--- src/logic/rfcs_pkg.sv ---
/*
  Shared constants for the RFID channel command sequencer: modes, command codes,
  response codes, limits and timing. Assumes a single 200 MHz clock.
*/
package rfcs_pkg;
  localparam int CLK_PERIOD_NS = 5;
  localparam int TICK_NS       = 1000;
  localparam int TICK_CYC      = (TICK_NS + CLK_PERIOD_NS - 1) / CLK_PERIOD_NS;
  localparam int MAX_BYTES     = 128;
  localparam int NUM_HEADS     = 32;
  localparam int FIFO_DEPTH    = 16;
  localparam int FIFO_WIDTH    = 8;

  localparam logic [2:0] MODE_HF_BASIC  = 3'h0;
  localparam logic [2:0] MODE_HF_FULL   = 3'h1;
  localparam logic [2:0] MODE_HF_BUS    = 3'h2;
  localparam logic [2:0] MODE_UHF_BASIC = 3'h3;
  localparam logic [2:0] MODE_UHF_FULL  = 3'h4;

  localparam logic [7:0] CMD_IDLE       = 8'h00;
  localparam logic [7:0] CMD_INVENTORY  = 8'h01;
  localparam logic [7:0] CMD_READ       = 8'h02;
  localparam logic [7:0] CMD_WRITE      = 8'h04;
  localparam logic [7:0] CMD_WRITE_VFY  = 8'h05;
  localparam logic [7:0] CMD_TAG_INFO   = 8'h06;
  localparam logic [7:0] CMD_REPEAT     = 8'h10;
  localparam logic [7:0] CMD_BUF_READ   = 8'h11;
  localparam logic [7:0] CMD_STOP       = 8'h12;
  localparam logic [7:0] CMD_BUF_CLEAR  = 8'h13;
  localparam logic [7:0] CMD_HEAD_IDENT = 8'h20;
  localparam logic [7:0] CMD_HEAD_PW    = 8'h21;
  localparam logic [7:0] CMD_TAG_PW     = 8'h22;
  localparam logic [7:0] CMD_TAG_PROT   = 8'h23;
  localparam logic [7:0] CMD_ATTR_READ  = 8'h30;
  localparam logic [7:0] CMD_ATTR_WRITE = 8'h31;
  localparam logic [7:0] CMD_ATTR_LOCK  = 8'h32;
  localparam logic [7:0] CMD_RESET      = 8'h80;

  localparam logic [7:0] RESP_REJECT    = 8'hee;
  localparam logic [7:0] RESP_TIMEOUT   = 8'hef;
  localparam logic [7:0] RESP_RESET_VAL = 8'h00;
endpackage

--- src/logic/rfcs_fifo_if.sv ---
/*
  Valid/ready carrier between the sequencer and its result buffer.
  Assumes both ends share one clock.
*/
interface rfcs_fifo_if #(parameter int W = 8, parameter int D = 16);
  logic                 in_valid;
  logic                 in_ready;
  logic [W-1:0]         in_data;
  logic                 out_valid;
  logic                 out_ready;
  logic [W-1:0]         out_data;
  logic                 flush;
  logic                 ring;
  logic [$clog2(D):0]   count;
  modport store (input in_valid, in_data, out_ready, flush, ring,
                 output in_ready, out_valid, out_data, count);
  modport user  (output in_valid, in_data, out_ready, flush, ring,
                 input in_ready, out_valid, out_data, count);
endinterface

--- src/logic/rfcs_fifo.sv ---
/*
  Result buffer: first-in first-out, or a ring that drops its oldest word when full.
  Assumes D is a power of two and one clock with asynchronous active-low reset.
*/
module rfcs_fifo #(
  parameter int W = 8,
  parameter int D = 16
) (
  input wire logic   mclk,
  input wire logic   rstn,
  rfcs_fifo_if.store f
);
  localparam int AW = $clog2(D);

  logic [W-1:0]  mem [D];
  logic [AW-1:0] wp_reg;
  logic [AW-1:0] rp_reg;
  logic [AW:0]   cnt_reg;
  logic          full;
  logic          push;
  logic          pop;
  logic          drop;

  assign full        = (cnt_reg == AW'(0) + (AW+1)'(D));
  // In ring mode a full buffer still accepts data, so the writer never stalls.
  assign f.in_ready  = f.ring || !full;
  assign f.out_valid = (cnt_reg != '0);
  assign f.out_data  = mem[rp_reg];
  assign f.count     = cnt_reg;
  assign push        = f.in_valid && f.in_ready;
  assign pop         = f.out_valid && f.out_ready;
  assign drop        = push && full && !pop;

  always_ff @(posedge mclk) begin
    if (push) begin
      mem[wp_reg] <= f.in_data;
    end
  end

  always_ff @(posedge mclk or negedge rstn) begin
    if (!rstn) begin
      wp_reg  <= '0;
      rp_reg  <= '0;
      cnt_reg <= '0;
    end else if (f.flush) begin
      wp_reg  <= '0;
      rp_reg  <= '0;
      cnt_reg <= '0;
    end else begin
      if (push) begin
        wp_reg <= wp_reg + AW'(1);
      end
      if (pop || drop) begin
        rp_reg <= rp_reg + AW'(1);
      end
      cnt_reg <= cnt_reg + (AW+1)'(push) - (AW+1)'(pop || drop);
    end
  end
endmodule

--- src/logic/rfcs_sequencer.sv ---
/*
  Per-channel command sequencer: takes controller commands, drives one head or a
  bus of heads, buffers results and reports echo or error codes. Assumes the
  controller side is logic on mclk and the head side signals are asynchronous.
*/
module rfcs_sequencer #(
  parameter int NH = rfcs_pkg::NUM_HEADS,
  parameter int FD = rfcs_pkg::FIFO_DEPTH
) (
  input  wire logic                  mclk,
  input  wire logic                  rstn,
  input  wire logic [2:0]            mode,
  input  wire logic                  multi_tag,
  input  wire logic [7:0]            cmd_code,
  input  wire logic [7:0]            rep_cmd,
  input  wire logic [7:0]            loop_cnt,
  input  wire logic [7:0]            frag_size,
  input  wire logic [$clog2(NH)-1:0] cmd_head,
  input  wire logic [15:0]           tmo_cfg,
  input  wire logic                  res_ready,
  output logic [7:0]                 resp_code,
  output logic [7:0]                 resp_loop,
  output logic                       resp_err,
  output logic                       resp_busy,
  output logic                       resp_trunc,
  output logic [7:0]                 frag_cnt,
  output logic                       rep_active,
  output logic [7:0]                 res_data,
  output logic                       res_valid,
  output logic                       head_req,
  output logic                       head_abort,
  output logic [7:0]                 head_cmd,
  output logic [$clog2(NH)-1:0]      head_addr,
  output logic                       head_all,
  output logic                       head_hold,
  output logic                       reader_on,
  input  wire logic                  head_done_tgl,
  input  wire logic                  head_ok,
  input  wire logic                  head_dv_tgl,
  input  wire logic [7:0]            head_data,
  input  wire logic [NH-1:0]         tag_in,
  output logic [NH-1:0]              tag_present
);
  typedef enum logic [1:0] {ST_IDLE, ST_ISSUE, ST_WAIT, ST_DONE} rfcs_state_t;

  function automatic logic is_local(input logic [7:0] c);
    return c == rfcs_pkg::CMD_IDLE || c == rfcs_pkg::CMD_BUF_READ ||
           c == rfcs_pkg::CMD_STOP || c == rfcs_pkg::CMD_BUF_CLEAR ||
           c == rfcs_pkg::CMD_RESET;
  endfunction

  function automatic logic rep_ok(input logic [7:0] c);
    return c == rfcs_pkg::CMD_INVENTORY || c == rfcs_pkg::CMD_TAG_INFO ||
           c == rfcs_pkg::CMD_READ || c == rfcs_pkg::CMD_WRITE;
  endfunction

  function automatic logic is_full(input logic [2:0] m);
    return m == rfcs_pkg::MODE_HF_FULL || m == rfcs_pkg::MODE_UHF_FULL;
  endfunction

  function automatic logic cmd_allowed(input logic [7:0] c, input logic [2:0] m,
                                       input logic mt, input logic [7:0] r);
    logic ok;
    ok = is_local(c) || rep_ok(c) || c == rfcs_pkg::CMD_WRITE_VFY ||
         c == rfcs_pkg::CMD_HEAD_IDENT || c == rfcs_pkg::CMD_HEAD_PW ||
         c == rfcs_pkg::CMD_TAG_PW || c == rfcs_pkg::CMD_TAG_PROT ||
         c == rfcs_pkg::CMD_ATTR_READ || c == rfcs_pkg::CMD_ATTR_WRITE ||
         c == rfcs_pkg::CMD_ATTR_LOCK || c == rfcs_pkg::CMD_REPEAT;
    if (c == rfcs_pkg::CMD_REPEAT) begin
      ok = rep_ok(r) && (is_full(m) || m == rfcs_pkg::MODE_HF_BUS);
    end
    if (mt && is_full(m) && !(is_local(c) || rep_ok(c) || c == rfcs_pkg::CMD_REPEAT)) begin
      ok = 1'b0;
    end
    return ok;
  endfunction

  localparam int SW = NH + 11;
  localparam int BW = 16;
  localparam int TW = $clog2(rfcs_pkg::TICK_CYC);
  localparam int CW = $clog2(FD) + 1;

  rfcs_fifo_if #(.W(rfcs_pkg::FIFO_WIDTH), .D(FD)) fq ();

  rfcs_fifo #(.W(rfcs_pkg::FIFO_WIDTH), .D(FD)) u_fifo (
    .mclk (mclk),
    .rstn (rstn),
    .f    (fq.store)
  );

  rfcs_state_t      st_reg;
  logic [SW-1:0]    s1_reg;
  logic [SW-1:0]    s2_reg;
  logic             dv3_reg;
  logic             done3_reg;
  logic [TW-1:0]    tick_reg;
  logic             tick;
  logic [15:0]      tmo_reg;
  logic             tmo_en_reg;
  logic [7:0]       last_cmd_reg;
  logic [7:0]       last_loop_reg;
  logic             flush_reg;
  logic [BW-1:0]    byte_cnt_reg;
  logic [7:0]       frag_in_reg;
  logic             push_v_reg;
  logic [7:0]       push_d_reg;
  logic             dv_ev;
  logic             done_ev;
  logic             cmd_new;
  logic             cmd_take;
  logic             tmo_hit;
  logic             bus_mode;
  logic             basic_mode;

  assign dv_ev      = s2_reg[1] ^ dv3_reg;
  assign done_ev    = s2_reg[0] ^ done3_reg;
  assign bus_mode   = (mode == rfcs_pkg::MODE_HF_BUS);
  assign basic_mode = (mode == rfcs_pkg::MODE_HF_BASIC) || (mode == rfcs_pkg::MODE_UHF_BASIC);
  // A changed code, or a bumped loop counter on a held code other than idle, starts a new run.
  assign cmd_new    = (cmd_code != last_cmd_reg) ||
                      (loop_cnt != last_loop_reg && cmd_code != rfcs_pkg::CMD_IDLE);
  // While repeating, only buffer and stop style commands get through.
  assign cmd_take   = cmd_new && (!rep_active ||
                      (is_local(cmd_code) && cmd_code != rfcs_pkg::CMD_IDLE));
  assign tmo_hit    = tmo_en_reg && (tmo_reg == 16'h0000);
  assign tick       = (tick_reg == TW'(rfcs_pkg::TICK_CYC - 1));

  assign fq.in_valid  = push_v_reg;
  assign fq.in_data   = push_d_reg;
  assign fq.flush     = flush_reg;
  assign fq.ring      = bus_mode && rep_active;
  assign fq.out_ready = (!res_valid || res_ready) && !flush_reg;

  // The data bits settle before their toggle is seen, so one sample is coherent.
  always_ff @(posedge mclk or negedge rstn) begin
    if (!rstn) begin
      s1_reg    <= '0;
      s2_reg    <= '0;
      dv3_reg   <= 1'b0;
      done3_reg <= 1'b0;
    end else begin
      s1_reg    <= {tag_in, head_data, head_ok, head_dv_tgl, head_done_tgl};
      s2_reg    <= s1_reg;
      dv3_reg   <= s2_reg[1];
      done3_reg <= s2_reg[0];
    end
  end

  always_ff @(posedge mclk or negedge rstn) begin
    if (!rstn) begin
      tick_reg <= '0;
    end else if (tick) begin
      tick_reg <= '0;
    end else begin
      tick_reg <= tick_reg + TW'(1);
    end
  end

  always_ff @(posedge mclk or negedge rstn) begin
    if (!rstn) begin
      tag_present <= '0;
    end else if (bus_mode) begin
      tag_present <= s2_reg[SW-1:11];
    end else begin
      tag_present <= {{(NH-1){1'b0}}, s2_reg[11]};
    end
  end

  always_ff @(posedge mclk or negedge rstn) begin
    if (!rstn) begin
      st_reg        <= ST_IDLE;
      last_cmd_reg  <= rfcs_pkg::CMD_IDLE;
      last_loop_reg <= '0;
      resp_code     <= rfcs_pkg::RESP_RESET_VAL;
      resp_loop     <= '0;
      resp_err      <= 1'b0;
      resp_busy     <= 1'b0;
      rep_active    <= 1'b0;
      head_req      <= 1'b0;
      head_abort    <= 1'b0;
      head_cmd      <= rfcs_pkg::CMD_IDLE;
      head_addr     <= '0;
      head_all      <= 1'b0;
      reader_on     <= 1'b0;
      tmo_reg       <= '0;
      tmo_en_reg    <= 1'b0;
      flush_reg     <= 1'b0;
    end else begin
      head_req   <= 1'b0;
      head_abort <= 1'b0;
      flush_reg  <= 1'b0;
      unique case (st_reg)
        ST_IDLE: begin
          if (cmd_take) begin
            last_cmd_reg  <= cmd_code;
            last_loop_reg <= loop_cnt;
            resp_loop     <= loop_cnt;
            if (!cmd_allowed(cmd_code, mode, multi_tag, rep_cmd)) begin
              resp_code <= rfcs_pkg::RESP_REJECT;
              resp_err  <= 1'b1;
            end else if (is_local(cmd_code)) begin
              resp_code <= cmd_code;
              resp_err  <= 1'b0;
              if (cmd_code == rfcs_pkg::CMD_STOP || cmd_code == rfcs_pkg::CMD_RESET) begin
                rep_active <= 1'b0;
                reader_on  <= 1'b0;
              end
              if (cmd_code == rfcs_pkg::CMD_BUF_CLEAR || cmd_code == rfcs_pkg::CMD_RESET) begin
                flush_reg <= 1'b1;
              end
            end else begin
              rep_active <= (cmd_code == rfcs_pkg::CMD_REPEAT);
              head_cmd   <= (cmd_code == rfcs_pkg::CMD_REPEAT) ? rep_cmd : cmd_code;
              resp_busy  <= 1'b1;
              st_reg     <= ST_ISSUE;
            end
          end else if (rep_active) begin
            resp_busy <= 1'b1;
            st_reg    <= ST_ISSUE;
          end
        end
        ST_ISSUE: begin
          head_req   <= 1'b1;
          // Plain bus mode addresses one head; the continuous variant broadcasts.
          head_addr  <= (bus_mode && !rep_active) ? cmd_head : '0;
          head_all   <= bus_mode && rep_active;
          reader_on  <= mode == rfcs_pkg::MODE_UHF_FULL || mode == rfcs_pkg::MODE_UHF_BASIC;
          tmo_reg    <= tmo_cfg;
          tmo_en_reg <= is_full(mode) && (tmo_cfg != 16'h0000);
          st_reg     <= ST_WAIT;
        end
        ST_WAIT: begin
          if (done_ev) begin
            resp_code <= s2_reg[2] ? head_cmd : rfcs_pkg::RESP_REJECT;
            resp_err  <= !s2_reg[2];
            st_reg    <= ST_DONE;
          end else if (tmo_hit) begin
            head_abort <= 1'b1;
            resp_code  <= rfcs_pkg::RESP_TIMEOUT;
            resp_err   <= 1'b1;
            st_reg     <= ST_DONE;
          end else if (tick && tmo_en_reg) begin
            tmo_reg <= tmo_reg - 16'h0001;
          end
        end
        ST_DONE: begin
          resp_busy  <= 1'b0;
          head_all   <= 1'b0;
          tmo_en_reg <= 1'b0;
          reader_on  <= 1'b0;
          st_reg     <= ST_IDLE;
        end
      endcase
    end
  end

  // Result bytes flow to the buffer; basic modes cap a transaction at the limit.
  always_ff @(posedge mclk or negedge rstn) begin
    if (!rstn) begin
      byte_cnt_reg <= '0;
      frag_in_reg  <= '0;
      frag_cnt     <= '0;
      resp_trunc   <= 1'b0;
      push_v_reg   <= 1'b0;
      push_d_reg   <= '0;
      head_hold    <= 1'b0;
    end else begin
      push_v_reg <= 1'b0;
      // Hold two words early: a byte already toggled at the head lands after the hold is seen.
      head_hold  <= !fq.ring && (fq.count >= CW'(FD - 2));
      if (st_reg == ST_ISSUE) begin
        byte_cnt_reg <= '0;
        frag_in_reg  <= '0;
        frag_cnt     <= '0;
        resp_trunc   <= 1'b0;
      end else if (st_reg == ST_WAIT && dv_ev) begin
        if (basic_mode && byte_cnt_reg == BW'(rfcs_pkg::MAX_BYTES)) begin
          resp_trunc <= 1'b1;
        end else begin
          push_v_reg   <= 1'b1;
          push_d_reg   <= s2_reg[10:3];
          byte_cnt_reg <= byte_cnt_reg + BW'(1);
          if (!basic_mode && frag_size != 8'h00 && frag_in_reg + 8'h01 == frag_size) begin
            frag_in_reg <= '0;
            frag_cnt    <= frag_cnt + 8'h01;
          end else begin
            frag_in_reg <= frag_in_reg + 8'h01;
          end
        end
      end
    end
  end

  always_ff @(posedge mclk or negedge rstn) begin
    if (!rstn) begin
      res_valid <= 1'b0;
      res_data  <= '0;
    end else if (flush_reg) begin
      res_valid <= 1'b0;
    end else if (!res_valid || res_ready) begin
      res_valid <= fq.out_valid;
      res_data  <= fq.out_data;
    end
  end
endmodule

--- config.mk ---
export PLATFORM = sky130hd
export DESIGN_NAME = rfcs_sequencer
export DESIGN_NICKNAME = d
export VERILOG_FILES = /design/src/logic/rfcs_pkg.sv /design/src/logic/rfcs_fifo_if.sv /design/src/logic/rfcs_fifo.sv /design/src/logic/rfcs_sequencer.sv
export SDC_FILE = /design/constraint.sdc
export NUM_CORES = 1
export LEC_CHECK = 0
export BUFFER_PORTS_ARGS = -buffer_cell sky130_fd_sc_hd__clkbuf_2
export CAP_MARGIN = 5
export CORE_UTILIZATION = 40
export CTS_BUF_LIST = sky130_fd_sc_hd__clkbuf_8
export DETAILED_ROUTE_END_ITERATION = 10
export GPL_TIMING_DRIVEN = 0
export PLACE_DENSITY = 0.73
export SLEW_MARGIN = 15
export SYNTH_ARGS = -nofsm -noshare
export SYNTH_HDL_FRONTEND = slang
export SYNTH_SLANG_ARGS = --single-unit
--- constraint.sdc ---
create_clock -name mclk -period 3 [get_ports mclk]
set_input_delay 0.3 -clock mclk [delete_from_list [all_inputs] [get_ports mclk]]
set_output_delay 0.3 -clock mclk [all_outputs]
set_load 0.01 [all_outputs]
==> impl_metrics.env <==
export IMPL_status="finished clean"
export IMPL_viasPerCell=5.103
export IMPL_stdcell_count=2015
export IMPL_synth_area_um2=15720
export IMPL_cp_end_kind="flip-flop"
export IMPL_worstHoldPathType="in2reg"
export IMPL_ioPinCount=190
export IMPL_synth_edff_count=128
export IMPL_cts_tree="yes"
export IMPL_worst_pin_slew_ps=831.2
export IMPL_synth_nets=1253
export IMPL_post_cts_setup_buffers=0
export IMPL_peakVddDrop_uv=484.4
export IMPL_critPathMaxFanout=8
export IMPL_drtPass1Iterations=5
export IMPL_antenna_left=0
export IMPL_maxCapViolations=0
export IMPL_report_final_setup_viol=0
export IMPL_root_buffer="clkbuf_8"
export IMPL_gp_congestion=0.8395
export IMPL_grt_use_total=0.1770
export IMPL_synth_seq_area_share=0.6538
export IMPL_fin_crit_ps=2850
export IMPL_clkSinkCount=385
export IMPL_cp_required_ps=3250
export IMPL_ys_ff_latch=385
export IMPL_drive_gt1_frac=0.2612
export IMPL_cts_clk_slew_worst_paths_ps=60
export IMPL_tns_ps=0
export IMPL_cts_buffer_depth=3
export IMPL_antenna_found_initial=0
export IMPL_cp_arrival_ps=3100
export IMPL_synth_cells=1124
export IMPL_largest_register_ff_count=128
export IMPL_post_route_period_util=0.9499
export IMPL_portBuffers=186
export IMPL_cts_htree_levels=3
export IMPL_nets=1579
export IMPL_drt_iter0_drc=666
export IMPL_fp_dieH_um=200.2
export IMPL_grt_max_degree=100
export IMPL_design_die_area_um2=40080
export IMPL_ys_flop_type="dfrtp_1"
export IMPL_hold_viol=0
export IMPL_fmax_ghz=0.3509
export IMPL_grt_pass1_wl_mm=55.92
export IMPL_dp_hpwl_mm=22.87
export IMPL_synth_cell_types=77
export IMPL_rsz0062_at_grt="true"
export IMPL_setup_ws_ps=150.4
export IMPL_cpMostUsedCell="nor2b_1"
export IMPL_avgSynthCellArea_um2=13.98
export IMPL_num_vias=10280
export IMPL_cts_made_buffers=66
export IMPL_start_util=0.4057
export IMPL_slew_headroom=0.4459
export IMPL_core_area_um2=38740
export IMPL_fin_skew_ps=19.38
export IMPL_p_per_area_nw_per_um2=839.0
export IMPL_async_flop_share=0.6675
export IMPL_wl_mm=34.34
export IMPL_antenna_cells=0
export IMPL_rows=72
export IMPL_grt_pass1_vias=10800
export IMPL_start_kind="flip-flop"
export IMPL_yosys_warnings=0
export IMPL_p_leak_nw=8.241
export IMPL_place_ws_ps=-226.8
export IMPL_cpMaxStageDelayCell="and2_1"
export IMPL_area_delta_synth_final_pct=23.55
export IMPL_avgRoutedWirePerCell_um=17.04
export IMPL_clkLatencyLatePin_ps=610
export IMPL_slew_viol_final=0
export IMPL_cp_cell_sequence="inv_1 -> ha_1 -> nor3b_4 -> nand2_1 -> o21a_1 -> clkbuf_1 -> nor2b_1 -> nor2b_1 -> and2_1"
export IMPL_route_detailed_drc=0
export IMPL_grt_overflow=0
export IMPL_crit_type="reg2reg"
export IMPL_critical_path_max_stage_delay_ps=470
export IMPL_die_w_um=200.2
export IMPL_dpl_cell_count=1830
## where the power goes
| group | switching [mW] | leakage (nW) | internal, mW |
|---|---|---|---|
| Clock | 2.10 | 0.748 | 2.51 |
| Sequential | 0.807 | 4.33 | 6.45 |
| Combinational | 2.37 | 3.17 | 2.05 |
| Total | 5.28 | 8.24 | 11.0 |
## cell type report
| cell class | instances | area (um2) |
|---|---|---|
| Tap cell | 518 | 648.1 |
| Buffer | 48 | 232.7 |
| Multi-Input combinational cell | 644 | 5096 |
| Clock inverter | 39 | 246.5 |
| Inverter | 47 | 176.4 |
| Timing Repair Buffer | 258 | 1695 |
| Clock buffer | 76 | 1046 |
| Fill cell | 3287 | 19320 |
| Sequential cell | 385 | 10270 |
## path summary, 6_finish.rpt
check | cells after the start | to | slack, ps | start
min in group asynchronous | 2 | last_cmd_reg[6] | 260 | rstn
setup / recovery | 9 | u_fifo.mem[3][4] | 150 | u_fifo.f.count[2]
hold reg to reg | 0 | s2_reg[9] | 340 | s1_reg[9]
hold / removal | 3 | tmo_reg[6] | 50 | tmo_cfg[6]
setup reg to reg | 9 | u_fifo.mem[3][4] | 150 | u_fifo.f.count[2]
max in group asynchronous | 4 | s1_reg[9] | 1410 | rstn
## through the flow
step	utilization	total power [mW]	instance area (um2)	hold WS, ps
after floorplan	-	10.14	15720	4.409
after detailed placement	0.4485	11.68	17370	334.7
after global placement	0.4464	11.47	17290	331.4
after CTS	0.5002	16.43	19380	2.999
final	0.5012	16.29	19420	45.99
after global routing	0.5012	17.24	19420	21.21
## cell families after synthesis
| family | count (synthesis) | synth area share |
|---|---|---|
| mux | 101 | 0.1002 |
| simple gates | 314 | 0.1061 |
| fa+ha+maj | 26 | 0.02118 |
| xor+xnor | 58 | 0.03233 |
| compound gates | 145 | 0.06043 |
| flops | 385 | 0.6538 |
| buf+inv | 95 | 0.02596 |
## cells in the final DEF (no fill, tap or decap), types with 6 or more instances in the layout
| master | count |
|---|---|
| nand2b_1 | 11 |
| dfrtp_1 | 257 |
| o22ai_1 | 17 |
| nor2b_1 | 13 |
| nor4_1 | 18 |
| mux2_1 | 21 |
| xor2_1 | 26 |
| o21bai_1 | 6 |
| a31oi_1 | 7 |
| edfxtp_1 | 128 |
| nor2_1 | 82 |
| clkbuf_1 | 25 |
| clkbuf_2 | 186 |
| ha_1 | 25 |
| inv_1 | 67 |
| o21ai_0 | 20 |
| nand4_1 | 15 |
| nand2_1 | 43 |
| nor3_1 | 11 |
| and2_1 | 40 |
| a21oi_1 | 35 |
| dlygate4sd3_1 | 70 |
| and3_1 | 13 |
| mux2i_1 | 17 |
| xnor2_1 | 32 |
| mux2_2 | 21 |
| o31ai_1 | 6 |
| o21ai_1 | 9 |
| nand3_1 | 29 |
| buf_2 | 14 |
| mux4_2 | 40 |
| clkbuf_8 | 77 |
## critical path, delay by kind of cell, from the launching register on
| family | cells | cell delay [ps] |
|---|---|---|
| AO/OA/AOI/OAI | 1 | 100 |
| flip-flops | 1 | 410 |
| buffers and inverters | 2 | 400 |
| AND/OR/NAND/NOR | 5 | 1390 |
| adder cells (fa/ha/maj) | 1 | 210 |
## cell usage after synthesis, types with 6 or more instances
cell type / instances / area share
nor3b_1: 6 / 0.0029
o22ai_1: 17 / 0.0068
xnor2_1: 32 / 0.018
clkbuf_1: 26 / 0.0062
edfxtp_1: 128 / 0.24
mux2_2: 21 / 0.015
inv_1: 45 / 0.011
o31ai_1: 6 / 0.0029
mux2_1: 21 / 0.015
nand2_1: 43 / 0.010
nor3_1: 15 / 0.0048
and3_1: 13 / 0.0052
buf_2: 14 / 0.0045
nand3_1: 29 / 0.0092
a21oi_1: 35 / 0.011
and2_1: 41 / 0.016
o21ai_0: 20 / 0.0064
mux2i_1: 17 / 0.011
mux4_2: 40 / 0.057
a31oi_1: 8 / 0.0032
nor2b_1: 13 / 0.0052
o21ai_1: 9 / 0.0029
nand4_1: 15 / 0.0060
nand2b_1: 11 / 0.0044
ha_1: 25 / 0.020
nor2_1: 82 / 0.020
dfrtp_1: 257 / 0.41
xor2_1: 26 / 0.014
nor4_1: 18 / 0.0072
o21bai_1: 6 / 0.0029
## repair_timing
action                     in CTS  in global routing
pin swaps                       0                  1
hold buffers                   70                  0
setup endpoints to repair      17                 32
hold endpoints to repair      140                  0
resized for setup               2                  7
## layer usage
metal | routed length (um) | vias up | track usage
met1 | 13860 | 5161 | 0.2140
met5 | 0 | - | 0
met4 | 998 | 0 | 0.07390
met3 | 2410 | 67 | 0.05174
li1 | - | 4729 | -
met2 | 17070 | 326 | 0.2954
Power figures use the tool's default switching activity.
